==> src/hw/eit_cfg.svh <==
// Constants for the exception entry unit: vectors, status field positions, pc steps
`ifndef EIT_CFG_SVH
`define EIT_CFG_SVH

// Vector entries in user space
`define EIT_VEC_RESET 32'h0000_0000
`define EIT_VEC_SBREAK 32'h0000_0010
`define EIT_VEC_UNDEF 32'h0000_0020
`define EIT_VEC_MISALIGN 32'h0000_0030
`define EIT_VEC_TRAP_BASE 32'h0000_0040
`define EIT_VEC_TRAP_LAST 32'h0000_007c
`define EIT_VEC_PIRQ 32'h0000_0080
`define EIT_VEC_RAM 32'h0080_4000

// Address arithmetic
`define EIT_TRAP_STEP 32'h0000_0004
`define EIT_WORD_LSB 2'h0
`define EIT_TRAP_PAD 26'h000_0000

// Processor status field positions
`define EIT_PSW_W 16
`define EIT_PSW_C 0
`define EIT_PSW_IE 6
`define EIT_PSW_SM 7
`define EIT_PSW_BC 8
`define EIT_PSW_BIE 14
`define EIT_PSW_BSM 15

// Reset values
`define EIT_RST_SYNC 2'h0
`define EIT_RST_PC 32'h0000_0000

`endif

==> src/hw/eit_pkg.sv <==
// Types and shared functions of the exception entry unit
`include "eit_cfg.svh"
package eit_pkg;

	// Sequencer states, Gray along reset, entry, run, entry, run
	typedef enum logic [1:0] {
		ST_RESET = 2'h0,
		ST_ENTRY = 2'h1,
		ST_RUN = 2'h3
	} eit_state_e;

	// Kind of event being entered
	typedef enum logic [2:0] {
		EK_NONE = 3'h0,
		EK_RESET = 3'h1,
		EK_MISALIGN = 3'h2,
		EK_UNDEF = 3'h3,
		EK_TRAP = 3'h4,
		EK_SBREAK = 3'h5,
		EK_PIRQ = 3'h6,
		EK_RTE = 3'h7
	} eit_kind_e;

	// Processor status bits held by this unit
	typedef struct packed {
		logic sm;
		logic ie;
		logic c;
		logic saved_stack_mode;
		logic saved_int_enable;
		logic bc;
	} eit_psw_s;

	// Vector word of trap n
	function automatic logic [31:0] eit_trap_vec(input logic [3:0] n);
		eit_trap_vec = `EIT_VEC_TRAP_BASE + {`EIT_TRAP_PAD, n, `EIT_WORD_LSB};
	endfunction : eit_trap_vec

	// Status bits to the software-visible word
	function automatic logic [`EIT_PSW_W-1:0] eit_psw_pack(input eit_psw_s p);
		logic [`EIT_PSW_W-1:0] w;
		w = '0;
		w[`EIT_PSW_C] = p.c;
		w[`EIT_PSW_IE] = p.ie;
		w[`EIT_PSW_SM] = p.sm;
		w[`EIT_PSW_BC] = p.bc;
		w[`EIT_PSW_BIE] = p.saved_int_enable;
		w[`EIT_PSW_BSM] = p.saved_stack_mode;
		eit_psw_pack = w;
	endfunction : eit_psw_pack

	// Software-visible word to status bits
	function automatic eit_psw_s eit_psw_unpack(input logic [`EIT_PSW_W-1:0] w);
		eit_psw_s p;
		p.c = w[`EIT_PSW_C];
		p.ie = w[`EIT_PSW_IE];
		p.sm = w[`EIT_PSW_SM];
		p.bc = w[`EIT_PSW_BC];
		p.saved_int_enable = w[`EIT_PSW_BIE];
		p.saved_stack_mode = w[`EIT_PSW_BSM];
		eit_psw_unpack = p;
	endfunction : eit_psw_unpack

endpackage : eit_pkg

==> src/hw/eit_sel_if.sv <==
// Event requests and entry selection passed between the unit's modules
`timescale 1ns/1ps
`default_nettype none
interface eit_sel_if;
	import eit_pkg::*;
	logic misalign;
	logic undef;
	logic trap;
	logic return_from_exception;
	logic sbreak_ok;
	logic pirq_ok;
	logic flash_mode;
	logic [3:0] trap_num;
	logic [31:0] insn_pc;
	logic [31:0] next_pc;
	logic [31:0] saved_pc;
	logic [31:0] vec_addr;
	logic [31:0] save_pc;
	eit_kind_e kind;

	modport top (output misalign, undef, trap, return_from_exception, sbreak_ok, pirq_ok, flash_mode, trap_num,
		insn_pc, next_pc, saved_pc, input kind, vec_addr, save_pc);
	modport arb (input misalign, undef, trap, return_from_exception, sbreak_ok, pirq_ok, output kind);
	modport vec (input kind, trap_num, flash_mode, insn_pc, next_pc, saved_pc, output vec_addr, save_pc);
endinterface : eit_sel_if
`default_nettype wire

==> src/hw/eit_arbiter.sv <==
// Priority selection among the pending events
`timescale 1ns/1ps
`default_nettype none
module eit_arbiter
	import eit_pkg::*;
(
	// Requests in, chosen kind out
	eit_sel_if.arb sel
);

	// Faults first, then trap, return, system break, peripheral request
	always_comb begin
		if (sel.misalign) begin
			sel.kind = EK_MISALIGN;
		end else if (sel.undef) begin
			sel.kind = EK_UNDEF;
		end else if (sel.trap) begin
			sel.kind = EK_TRAP;
		end else if (sel.return_from_exception) begin
			sel.kind = EK_RTE; // Held requests are retaken at the next break
		end else if (sel.sbreak_ok) begin
			sel.kind = EK_SBREAK;
		end else if (sel.pirq_ok) begin
			sel.kind = EK_PIRQ;
		end else begin
			sel.kind = EK_NONE;
		end
	end

endmodule : eit_arbiter
`default_nettype wire

==> src/hw/eit_vector.sv <==
// Vector address and saved pc value for the chosen event
`timescale 1ns/1ps
`default_nettype none
module eit_vector
	import eit_pkg::*;
(
	// Kind and pcs in, target and saved value out
	eit_sel_if.vec sel
);

	// One target and one saved value per kind
	always_comb begin
		sel.vec_addr = `EIT_VEC_RESET;
		sel.save_pc = `EIT_RST_PC;
		case (sel.kind)
			EK_MISALIGN: begin
				sel.vec_addr = `EIT_VEC_MISALIGN;
				sel.save_pc = sel.insn_pc;
			end
			EK_UNDEF: begin
				sel.vec_addr = `EIT_VEC_UNDEF;
				sel.save_pc = sel.insn_pc;
			end
			EK_TRAP: begin
				sel.vec_addr = eit_trap_vec(sel.trap_num);
				sel.save_pc = sel.insn_pc + `EIT_TRAP_STEP;
			end
			EK_SBREAK: begin
				sel.vec_addr = `EIT_VEC_SBREAK;
				sel.save_pc = sel.next_pc;
			end
			EK_PIRQ: begin
				sel.vec_addr = sel.flash_mode ? `EIT_VEC_RAM : `EIT_VEC_PIRQ;
				sel.save_pc = sel.next_pc;
			end
			EK_RTE: begin
				sel.vec_addr = {sel.saved_pc[31:2], `EIT_WORD_LSB};
				sel.save_pc = sel.saved_pc;
			end
			default: begin
				sel.vec_addr = `EIT_VEC_RESET;
				sel.save_pc = `EIT_RST_PC;
			end
		endcase
	end

endmodule : eit_vector
`default_nettype wire

==> src/hw/eit_exception_entry.sv <==
// Exception entry and return sequencer with processor status and saved pc
`timescale 1ns/1ps
`default_nettype none
`include "eit_cfg.svh"

module eit_exception_entry
	import eit_pkg::*;
(
	// Clock, enable and reset
	input wire logic i_mclk,
	input wire logic i_ce,
	input wire logic i_arst_n,
	// Instruction break from the core
	input wire logic i_insn_done,
	input wire logic [31:0] i_insn_pc,
	input wire logic [31:0] i_next_pc,
	input wire logic i_insn_16bit,
	input wire logic i_insn_branch,
	// Event sources
	input wire logic i_misalign_fault,
	input wire logic i_undefined_op_fault,
	input wire logic i_trap,
	input wire logic [3:0] i_trap_num,
	input wire logic i_return_from_exception,
	input wire logic i_system_break,
	input wire logic i_peripheral_irq,
	input wire logic i_flash_ew_mode,
	// Software access to status and saved pc
	input wire logic i_status_wr,
	input wire logic [`EIT_PSW_W-1:0] i_status_wdata,
	input wire logic i_saved_pc_wr,
	input wire logic [31:0] i_saved_pc_wdata,
	input wire logic i_arith_flag_wr,
	input wire logic i_arith_flag_in,
	// Control to the core
	output logic o_cancel,
	output logic o_branch_valid,
	output logic [31:0] o_branch_addr,
	output logic [2:0] o_event_kind,
	// Visible state
	output logic [`EIT_PSW_W-1:0] o_processor_status,
	output logic [31:0] o_saved_pc
);

	logic [1:0] rst_sync_reg;
	logic rst_n;
	eit_state_e state_reg;
	eit_state_e state_next;
	eit_psw_s psw_reg;
	eit_psw_s psw_next;
	logic [31:0] spc_reg;
	logic [31:0] spc_next;
	logic [31:0] addr_reg;
	logic [31:0] addr_next;
	eit_kind_e kind_reg;
	eit_kind_e kind_next;
	logic insn_word_start;
	logic word_break;
	logic take;
	logic take_ce;

	eit_sel_if sel ();

	// Reset release through two flops, first flop read only by the second
	always_ff @(posedge i_mclk or negedge i_arst_n) begin
		if (!i_arst_n) begin
			rst_sync_reg <= `EIT_RST_SYNC;
		end else if (i_ce) begin
			rst_sync_reg <= {rst_sync_reg[0], 1'b1};
		end
	end
	assign rst_n = rst_sync_reg[1];

	// Break qualification: word boundary, not right after a word-start 16-bit op unless that op branched
	assign insn_word_start = (i_insn_pc[1:0] == `EIT_WORD_LSB);
	assign word_break = i_insn_done && (i_next_pc[1:0] == `EIT_WORD_LSB)
		&& !(i_insn_16bit && insn_word_start && !i_insn_branch);

	// Requests towards the arbiter; the controller has already ranked its sources
	assign sel.misalign = i_insn_done && i_misalign_fault;
	assign sel.undef = i_insn_done && i_undefined_op_fault;
	assign sel.trap = i_insn_done && i_trap;
	assign sel.return_from_exception = i_insn_done && i_return_from_exception;
	assign sel.sbreak_ok = word_break && i_system_break;
	assign sel.pirq_ok = word_break && i_peripheral_irq && psw_reg.ie;
	assign sel.flash_mode = i_flash_ew_mode;
	assign sel.trap_num = i_trap_num;
	assign sel.insn_pc = i_insn_pc;
	assign sel.next_pc = i_next_pc;
	assign sel.saved_pc = spc_reg;

	eit_arbiter u_arbiter (
		.sel(sel.arb)
	);

	eit_vector u_vector (
		.sel(sel.vec)
	);

	// An event is taken only while running; the core stalls during the entry cycle
	assign take = (state_reg == ST_RUN) && (sel.kind != EK_NONE);
	assign take_ce = take && i_ce;

	// Faults cancel the instruction; a cancelled auto-update leaves the base as the core left it
	assign o_cancel = take && ((sel.kind == EK_MISALIGN) || (sel.kind == EK_UNDEF));

	// Next state of the sequencer, status bits, saved pc and branch target
	always_comb begin
		state_next = state_reg;
		psw_next = psw_reg;
		spc_next = spc_reg;
		addr_next = addr_reg;
		kind_next = kind_reg;
		case (state_reg)
			ST_RESET: begin
				addr_next = `EIT_VEC_RESET;
				kind_next = EK_RESET;
				state_next = ST_ENTRY;
			end
			ST_RUN: begin
				// Handler restore of status and saved pc
				if (i_status_wr) begin
					psw_next = eit_psw_unpack(i_status_wdata);
				end
				if (i_arith_flag_wr) begin
					psw_next.c = i_arith_flag_in;
				end
				if (i_saved_pc_wr) begin
					spc_next = i_saved_pc_wdata;
				end
				// Entry overrides the bits it updates; a same-cycle software write keeps the rest, and the saved pc on a return
				if (take) begin
					kind_next = sel.kind;
					addr_next = sel.vec_addr;
					state_next = ST_ENTRY;
					if (sel.kind == EK_RTE) begin
						psw_next.sm = psw_reg.saved_stack_mode;
						psw_next.ie = psw_reg.saved_int_enable;
						psw_next.c = psw_reg.bc;
					end else begin
						psw_next.saved_stack_mode = psw_reg.sm;
						psw_next.saved_int_enable = psw_reg.ie;
						psw_next.bc = psw_reg.c;
						psw_next.ie = 1'b0;
						psw_next.c = 1'b0;
						if ((sel.kind == EK_PIRQ) || (sel.kind == EK_SBREAK)) begin
							psw_next.sm = 1'b0;
						end
						spc_next = sel.save_pc;
					end
				end
			end
			ST_ENTRY: begin
				state_next = ST_RUN;
			end
			default: begin
				state_next = ST_RESET;
			end
		endcase
	end

	// Register the sequencer state; frozen while the enable is low
	always_ff @(posedge i_mclk or negedge rst_n) begin
		if (!rst_n) begin
			state_reg <= ST_RESET;
			psw_reg <= '0;
			spc_reg <= `EIT_RST_PC;
			addr_reg <= `EIT_VEC_RESET;
			kind_reg <= EK_NONE;
		end else if (i_ce) begin
			state_reg <= state_next;
			psw_reg <= psw_next;
			spc_reg <= spc_next;
			addr_reg <= addr_next;
			kind_reg <= kind_next;
		end
	end

	// Outputs
	assign o_branch_valid = (state_reg == ST_ENTRY);
	assign o_branch_addr = addr_reg;
	assign o_event_kind = kind_reg;
	assign o_processor_status = eit_psw_pack(psw_reg);
	assign o_saved_pc = spc_reg;
endmodule : eit_exception_entry
`default_nettype wire

==> config.mk <==
export PLATFORM = sky130hd
export DESIGN_NAME = eit_exception_entry
export DESIGN_NICKNAME = d
export VERILOG_FILES = /design/src/hw/eit_pkg.sv /design/src/hw/eit_sel_if.sv /design/src/hw/eit_arbiter.sv /design/src/hw/eit_vector.sv /design/src/hw/eit_exception_entry.sv
export VERILOG_INCLUDE_DIRS = /design/src /design/src/hw
export SDC_FILE = /design/constraint.sdc
export NUM_CORES = 1
export LEC_CHECK = 0
export BUFFER_PORTS_ARGS = -buffer_cell sky130_fd_sc_hd__buf_2
export CAP_MARGIN = 20
export CELL_PAD_IN_SITES_DETAIL_PLACEMENT = 0
export CELL_PAD_IN_SITES_GLOBAL_PLACEMENT = 2
export CORE_ASPECT_RATIO = 0.8
export CORE_MARGIN = 2
export CORE_UTILIZATION = 29
export CTS_BUF_LIST = sky130_fd_sc_hd__clkbuf_4
export DETAILED_ROUTE_END_ITERATION = 10
export GPL_TIMING_DRIVEN = 0
export PLACE_DENSITY = 0.89
export SLEW_MARGIN = 25
export SYNTH_ARGS = -nofsm -noshare
export SYNTH_HDL_FRONTEND = slang
export SYNTH_SLANG_ARGS = --single-unit
==> constraint.sdc <==
create_clock -name i_mclk -period 6.46 [get_ports i_mclk]
set_clock_uncertainty 0.05 [all_clocks]
set_input_delay 0.646 -clock i_mclk [delete_from_list [all_inputs] [get_ports i_mclk]]
set_output_delay 0.646 -clock i_mclk [all_outputs]
set_load 0.02 [all_outputs]
Word-level counts from Yosys, hierarchy flattened
Cells that the tools add are included.
{"block": "word_totals", "in_bits": 133, "word_cells": 77, "output_inout_bits": 85, "regBits": 77}
{"block": "classes", "addsub": 2, "n_eq_ne": 9, "muxes": 24, "reduce_logical": 31}
{"cell": "32-bit one-hot mux with 6 select lines", "n": 1}
{"cell": "32-bit 2-to-1 mux", "n": 4}
{"cell": "32-bit one-hot mux with 3 select lines", "n": 1}
{"cell": "32-bit one-hot mux with 2 select lines", "n": 1}
{"cell": "32-bit by 3-bit adder with 32-bit output (second input constant)", "n": 1}
{"cell": "3-bit 2-to-1 mux", "n": 9}
{"cell": "24-bit 2-to-1 mux", "n": 1}
{"cell": "1-bit logical AND", "n": 13}
{"cell": "3-bit == test (second input constant)", "n": 4}
{"cell": "6-bit 2-to-1 mux", "n": 2}
{"cell": "3-bit AND reduction", "n": 3}
{"cell": "7-bit by 6-bit adder with 8-bit output (first input constant)", "n": 1}
{"cell": "3-bit by 2-bit == test with 1-bit output (second input constant)", "n": 2}
{"cell": "2-bit logical NOT", "n": 3}
{"cell": "2-bit one-hot mux with 3 select lines", "n": 1}
{"cell": "3-bit one-hot mux with 2 select lines", "n": 1}
{"cell": "3-bit nonzero test", "n": 2}
{"cell": "2-bit AND reduction", "n": 2}
{"cell": "2-bit nonzero test", "n": 2}
{"cell": "2-bit OR reduction", "n": 2}
{"cell": "2-bit by 1-bit == test with 1-bit output (second input constant)", "n": 1}
{"cell": "2-bit == test (second input constant)", "n": 1}
{"cell": "1-bit logical NOT", "n": 2}
{"cell": "1-bit logical OR", "n": 2}
{"cell": "other kinds (3)", "n": 4}

Longest topological paths before layout
{"block": "depth", "depth_word": 18, "depth_mapped": 9, "depth_no_buf": 7}

Modules after synthesis
From an unflattened synthesis, not the netlist that was laid out.
{"block": "unflattened", "hier_cells": 571, "hier_area_um2": 5534.1}
{"mod": "eit_exception_entry", "area_per_inst_um2": 3490.8, "cells_per_inst": 271, "instances": 1}
{"mod": "eit_vector", "area_per_inst_um2": 1994.4, "cells_per_inst": 292, "instances": 1}
{"mod": "eit_arbiter", "area_per_inst_um2": 48.8, "cells_per_inst": 8, "instances": 1}

Worst setup path after synthesis
OpenSTA, ideal clock, no wires.
{"block": "synth_path", "path_kind": "register to register", "start": "register rst_sync_reg[1] (netlist name)", "end": "register rst_sync_reg[1]", "setup_time_ps": 77, "path_buffers": 0, "period_less_slack_ps": 2383, "path_slack_ps": 4077, "arrival_ps": 2256, "t_required_ps": 6333, "path_stages_with_launch": 2, "cell_sequence": "dfrtp_1 -> mux2_2"}
{"item": "end signal, assigned", "line_no": "eit_exception_entry.sv:67", "text": "rst_sync_reg <= `EIT_RST_SYNC;"}
{"item": "end signal, assigned", "line_no": "eit_exception_entry.sv:69", "text": "rst_sync_reg <= {rst_sync_reg[0], 1'b1};"}
{"item": "end, declared", "line_no": "eit_exception_entry.sv:45", "text": "logic [1:0] rst_sync_reg;"}

Final worst setup path
{"block": "layout_path", "start": "input i_insn_pc[0]", "end": "register spc_reg[7], in the netlist o_saved_pc[7]"}
{"block": "layout_via", "elab_chain_len": 18, "elab_cells_between_ends": 28, "classes_between": "add/sub (1); eq/ne (6); mux (9); reduce/logical (12)"}
{"item": "start, declared", "line_no": "eit_exception_entry.sv:15", "text": "input wire logic [31:0] i_insn_pc,"}
{"item": "2-bit logical NOT (no source line)"}
{"item": "1-bit logical AND (2 in series)", "line_no": "eit_exception_entry.sv:77", "text": "&& !(i_insn_16bit && insn_word_start && !i_insn_branch);"}
{"item": "1-bit logical NOT", "line_no": "eit_exception_entry.sv:77"}
{"item": "1-bit logical AND", "line_no": "eit_exception_entry.sv:76", "text": "assign word_break = i_insn_done && (i_next_pc[1:0] == `EIT_WORD_LSB)"}
{"item": "1-bit logical AND (2 in series)", "line_no": "eit_exception_entry.sv:85", "text": "assign sel.pirq_ok = word_break && i_peripheral_irq && psw_reg.ie;"}
{"item": "3-bit 2-to-1 mux", "line_no": "eit_arbiter.sv:23", "text": "end else if (sel.pirq_ok) begin"}
{"item": "3-bit 2-to-1 mux", "line_no": "eit_arbiter.sv:21", "text": "end else if (sel.sbreak_ok) begin"}
{"item": "3-bit 2-to-1 mux", "line_no": "eit_arbiter.sv:19", "text": "end else if (sel.return_from_exception) begin"}
{"item": "3-bit 2-to-1 mux", "line_no": "eit_arbiter.sv:17", "text": "end else if (sel.trap) begin"}
{"item": "3-bit 2-to-1 mux", "line_no": "eit_arbiter.sv:15", "text": "end else if (sel.undef) begin"}
{"item": "3-bit 2-to-1 mux", "line_no": "eit_arbiter.sv:13", "text": "if (sel.misalign) begin"}
{"item": "3-bit == test / 3-bit by 2-bit == test with 1-bit output (equally long branches)", "line_no": "eit_vector.sv:15", "text": "case (sel.kind)"}
{"item": "2-bit OR reduction (no source line)"}
{"item": "32-bit one-hot mux with 3 select lines", "line_no": "eit_vector.sv:15"}
{"item": "32-bit 2-to-1 mux", "line_no": "eit_exception_entry.sv:136", "text": "if (sel.kind == EK_RTE) begin"}
{"item": "32-bit 2-to-1 mux (*)", "line_no": "eit_exception_entry.sv:132", "text": "if (take) begin"}
{"item": "end signal, assigned", "line_no": "eit_exception_entry.sv:167", "text": "spc_reg <= `EIT_RST_PC;"}
{"item": "end signal, assigned", "line_no": "eit_exception_entry.sv:173", "text": "spc_reg <= spc_next;"}
{"item": "end, declared", "line_no": "eit_exception_entry.sv:51", "text": "logic [31:0] spc_reg;"}
Mark *: on every way between the ends. The rest lies on a longest branch, timed or not.
A chain may end at the register's enable or synchronous reset.

==> results.md <==
* Fin worst setup slack at 3.84 ns
* Fmax at 382 MHz
* First-pass DRT Iterations at 5
* CP required at 6.75 ns
* Antenna violations before repair at 2
* Post-synthesis compound-gate area fraction at 0.313
* Layout Nets at 845
* Post-Synth Adder-Cell Area at 0.00270
* GPL Wtd Cong at 0.866
* Hold Buf Count CTS at 1
* CP Capture Type: flop
* Post-CTS Setup Bufs at 0
* Synth area leaders: dfrtp_1 (41%), a22o_1 (4.5%), a21oi_1 (4.4%), nand2_1 (3.2%), o21ai_0 (3.2%)
* Top Ports at 218
* Initial core utilization at 0.295
* Setup TNS at 0 ns
* CTS resizes at 0
* Crit Path Max Fanout at 10
* Largest net degree at the start of global routing at 40
* # DRC at 0
* Synth Area in XOR/XNOR at 0.0114
* Clk sinks at 75
* Yosys warns at 0
* Root Buffer: clkbuf_4
* Most frequent cells in the layout: buf_2 (209), dfrtp_1 (74), a21oi_1 (41)
* CTS clk-pin slew, worst paths at 0.14 ns
* Total grt overflow at 0
* Setup WS pre-CTS at 3.44 ns
* Placed cells at 914
* Max Transition Viols Final at 0
* Worst Hold Slack at 0.242 ns
* R2R depth at 6
* Rel. slew slack at 0.477
* Crit path DAT at 2.91 ns
* Slew @ Worst Pin at 0.785 ns
* Status: completed
* Hold/Removal Path Class: flop to async pin
* Number of flip-flops in the largest register at 32
* Area grow syn2layout at 30.9%
* H-tree depth at 3
* FP Rows at 41
* Layout Utilization at 0.386
* Netlist cell types at 74
* Largest family of logic cells by synthesized area: compound AO/OA/AOI/OAI gates
* Setup CP Type: input pin to flop
* Final Hold Viols at 0
* CTS tree: done
* Synth Area in Simple Gates at 0.182
* Max-cap violations at 0
* Post-synth ARST share at 1.00
* Unrepaired setup endpoints after global routing: no
* Post-DP HPWL at 15600 um
* Peak VDD IR at 97.2 uV
* Post-Route WL at 19900 um
* Share of post-route cells with drive strength above 1 at 0.373
* Die ar. at 0.0170 mm2
* Mux contribution to synthesized area at 0.0141
* Clock Latency Late Sink at 0.48 ns
* Die Height at 117 um
* Total CTS buffers at 9
* Seq/Total Area, Yosys at 0.405
* Pwr/cell area at 229 mW/mm2
* P_leak at 2.76 nW
* Vias at 5165
* DRC marker count from the first detailed-route iteration at 456
* DR vias/cell at 5.54
* Longest Clk Path Bufs at 2
* Commonest non-fill, non-tap cell in the layout: buf_2
* Core ar. at 0.0157 mm2
* Setup Viol. Count Final at 0
* Placed cell area at 0.00591 mm2
* Final instance area at 0.00606 mm2
* Fin cells at 933
* Top FF cell, synth: dfrtp_1
* Total power draw at 1.38 mW
* Post-Syn Instances at 498
* Die span in x at 145 um
* # port buffers at 189
* #FFs+latches synth at 75
* Crit path time final at 2.62 ns
* GRT Total Usage at 0.226
* Syn Area/Cell at 9.30 um2
* Yosys top cell area share at 0.405
* First-pass GRT wire length at 28900 um
* Fin crit share at 0.405
* DRT antenna net count at 0
* Avg WL per Cell at 21.3 um
* Mapped cell area at 0.00463 mm2
* EDFF count, synth at 0
* Type of origin of the critical path: input pin
* Vias in the first global route at 4881
* Largest area contributor in the netlist: dfrtp_1
==> final timing paths <==
kind	startpoint	end	slack, ns
worst max-delay path	i_insn_pc[0]	o_saved_pc[7]	3.84
worst min-delay path	rst_sync_reg[1]	o_saved_pc[8]	0.24
worst max register to register	o_processor_status[6]	o_branch_addr[7]	4.06
worst min register to register	rst_sync_reg[1]	o_saved_pc[8]	0.24
max in group asynchronous	rst_sync_reg[1]	o_branch_addr[20]	5.50
min in group i_mclk	i_saved_pc_wdata[29]	o_saved_pc[29]	0.33
==> routing by layer <==
layer  vias to the layer above  GRT usage  wire [um]
met5                         -          0          0
met4                         0     0.0699        380
met3                        28     0.0601       1600
met2                       229      0.352       8820
met1                      2551      0.309       9050
li1                       2357          -          -
==> power by group <==
part / internal [mW] / switching (mW) / total [mW]
Clock: 0.116 / 0.190 / 0.306
Combinational: 0.173 / 0.288 / 0.462
Sequential: 0.548 / 0.0685 / 0.617
Total: 0.838 / 0.547 / 1.38
==> logic make-up after synthesis <==
family	count (synthesis)
other cells	1
simple gates	147
fa+ha+maj	1
xor+xnor	6
mux	6
flops	75
buf+inv	60
compound gates	202
==> synthesized netlist by cell type, drive strengths merged, types with 3 or more instances <==
library cell / instances
a211oi: 5
a21o: 3
a21oi: 42
a221o: 7
a221oi: 6
a222oi: 5
a22o: 24
a31oi: 20
a32oi: 3
and3: 7
and4: 6
buf: 37
clkbuf: 12
dfrtp: 75
inv: 11
mux2: 4
nand2: 40
nand3: 18
nand4: 12
nor2: 22
nor2b: 7
nor3: 9
nor4: 9
o211ai: 3
o21ai: 31
o221a: 3
o22ai: 23
o2bb2ai: 4
o311ai: 3
or2: 3
xnor2: 3
xor2: 3
==> critical path, cell delays in order <==
cell and delay, ns:
buf_2 0.12, or4b_1 0.60, nand4b_1 0.16, nor3b_1 0.10, clkbuf_1 0.33, a221oi_1 0.79, a21oi_1 0.15
==> final cells by class <==
class,count,area (um2)
Fill cell,1670,9640
Multi-Input combinational cell,374,2470
Sequential cell,75,1880
Timing Repair Buffer,191,976
Buffer,49,284
Tap cell,215,269
Clock buffer,9,67.6
Clock inverter,7,66.3
Inverter,11,41.3
Antenna cell,2,5.00
No activity file was read; power rests on OpenSTA's default activity.
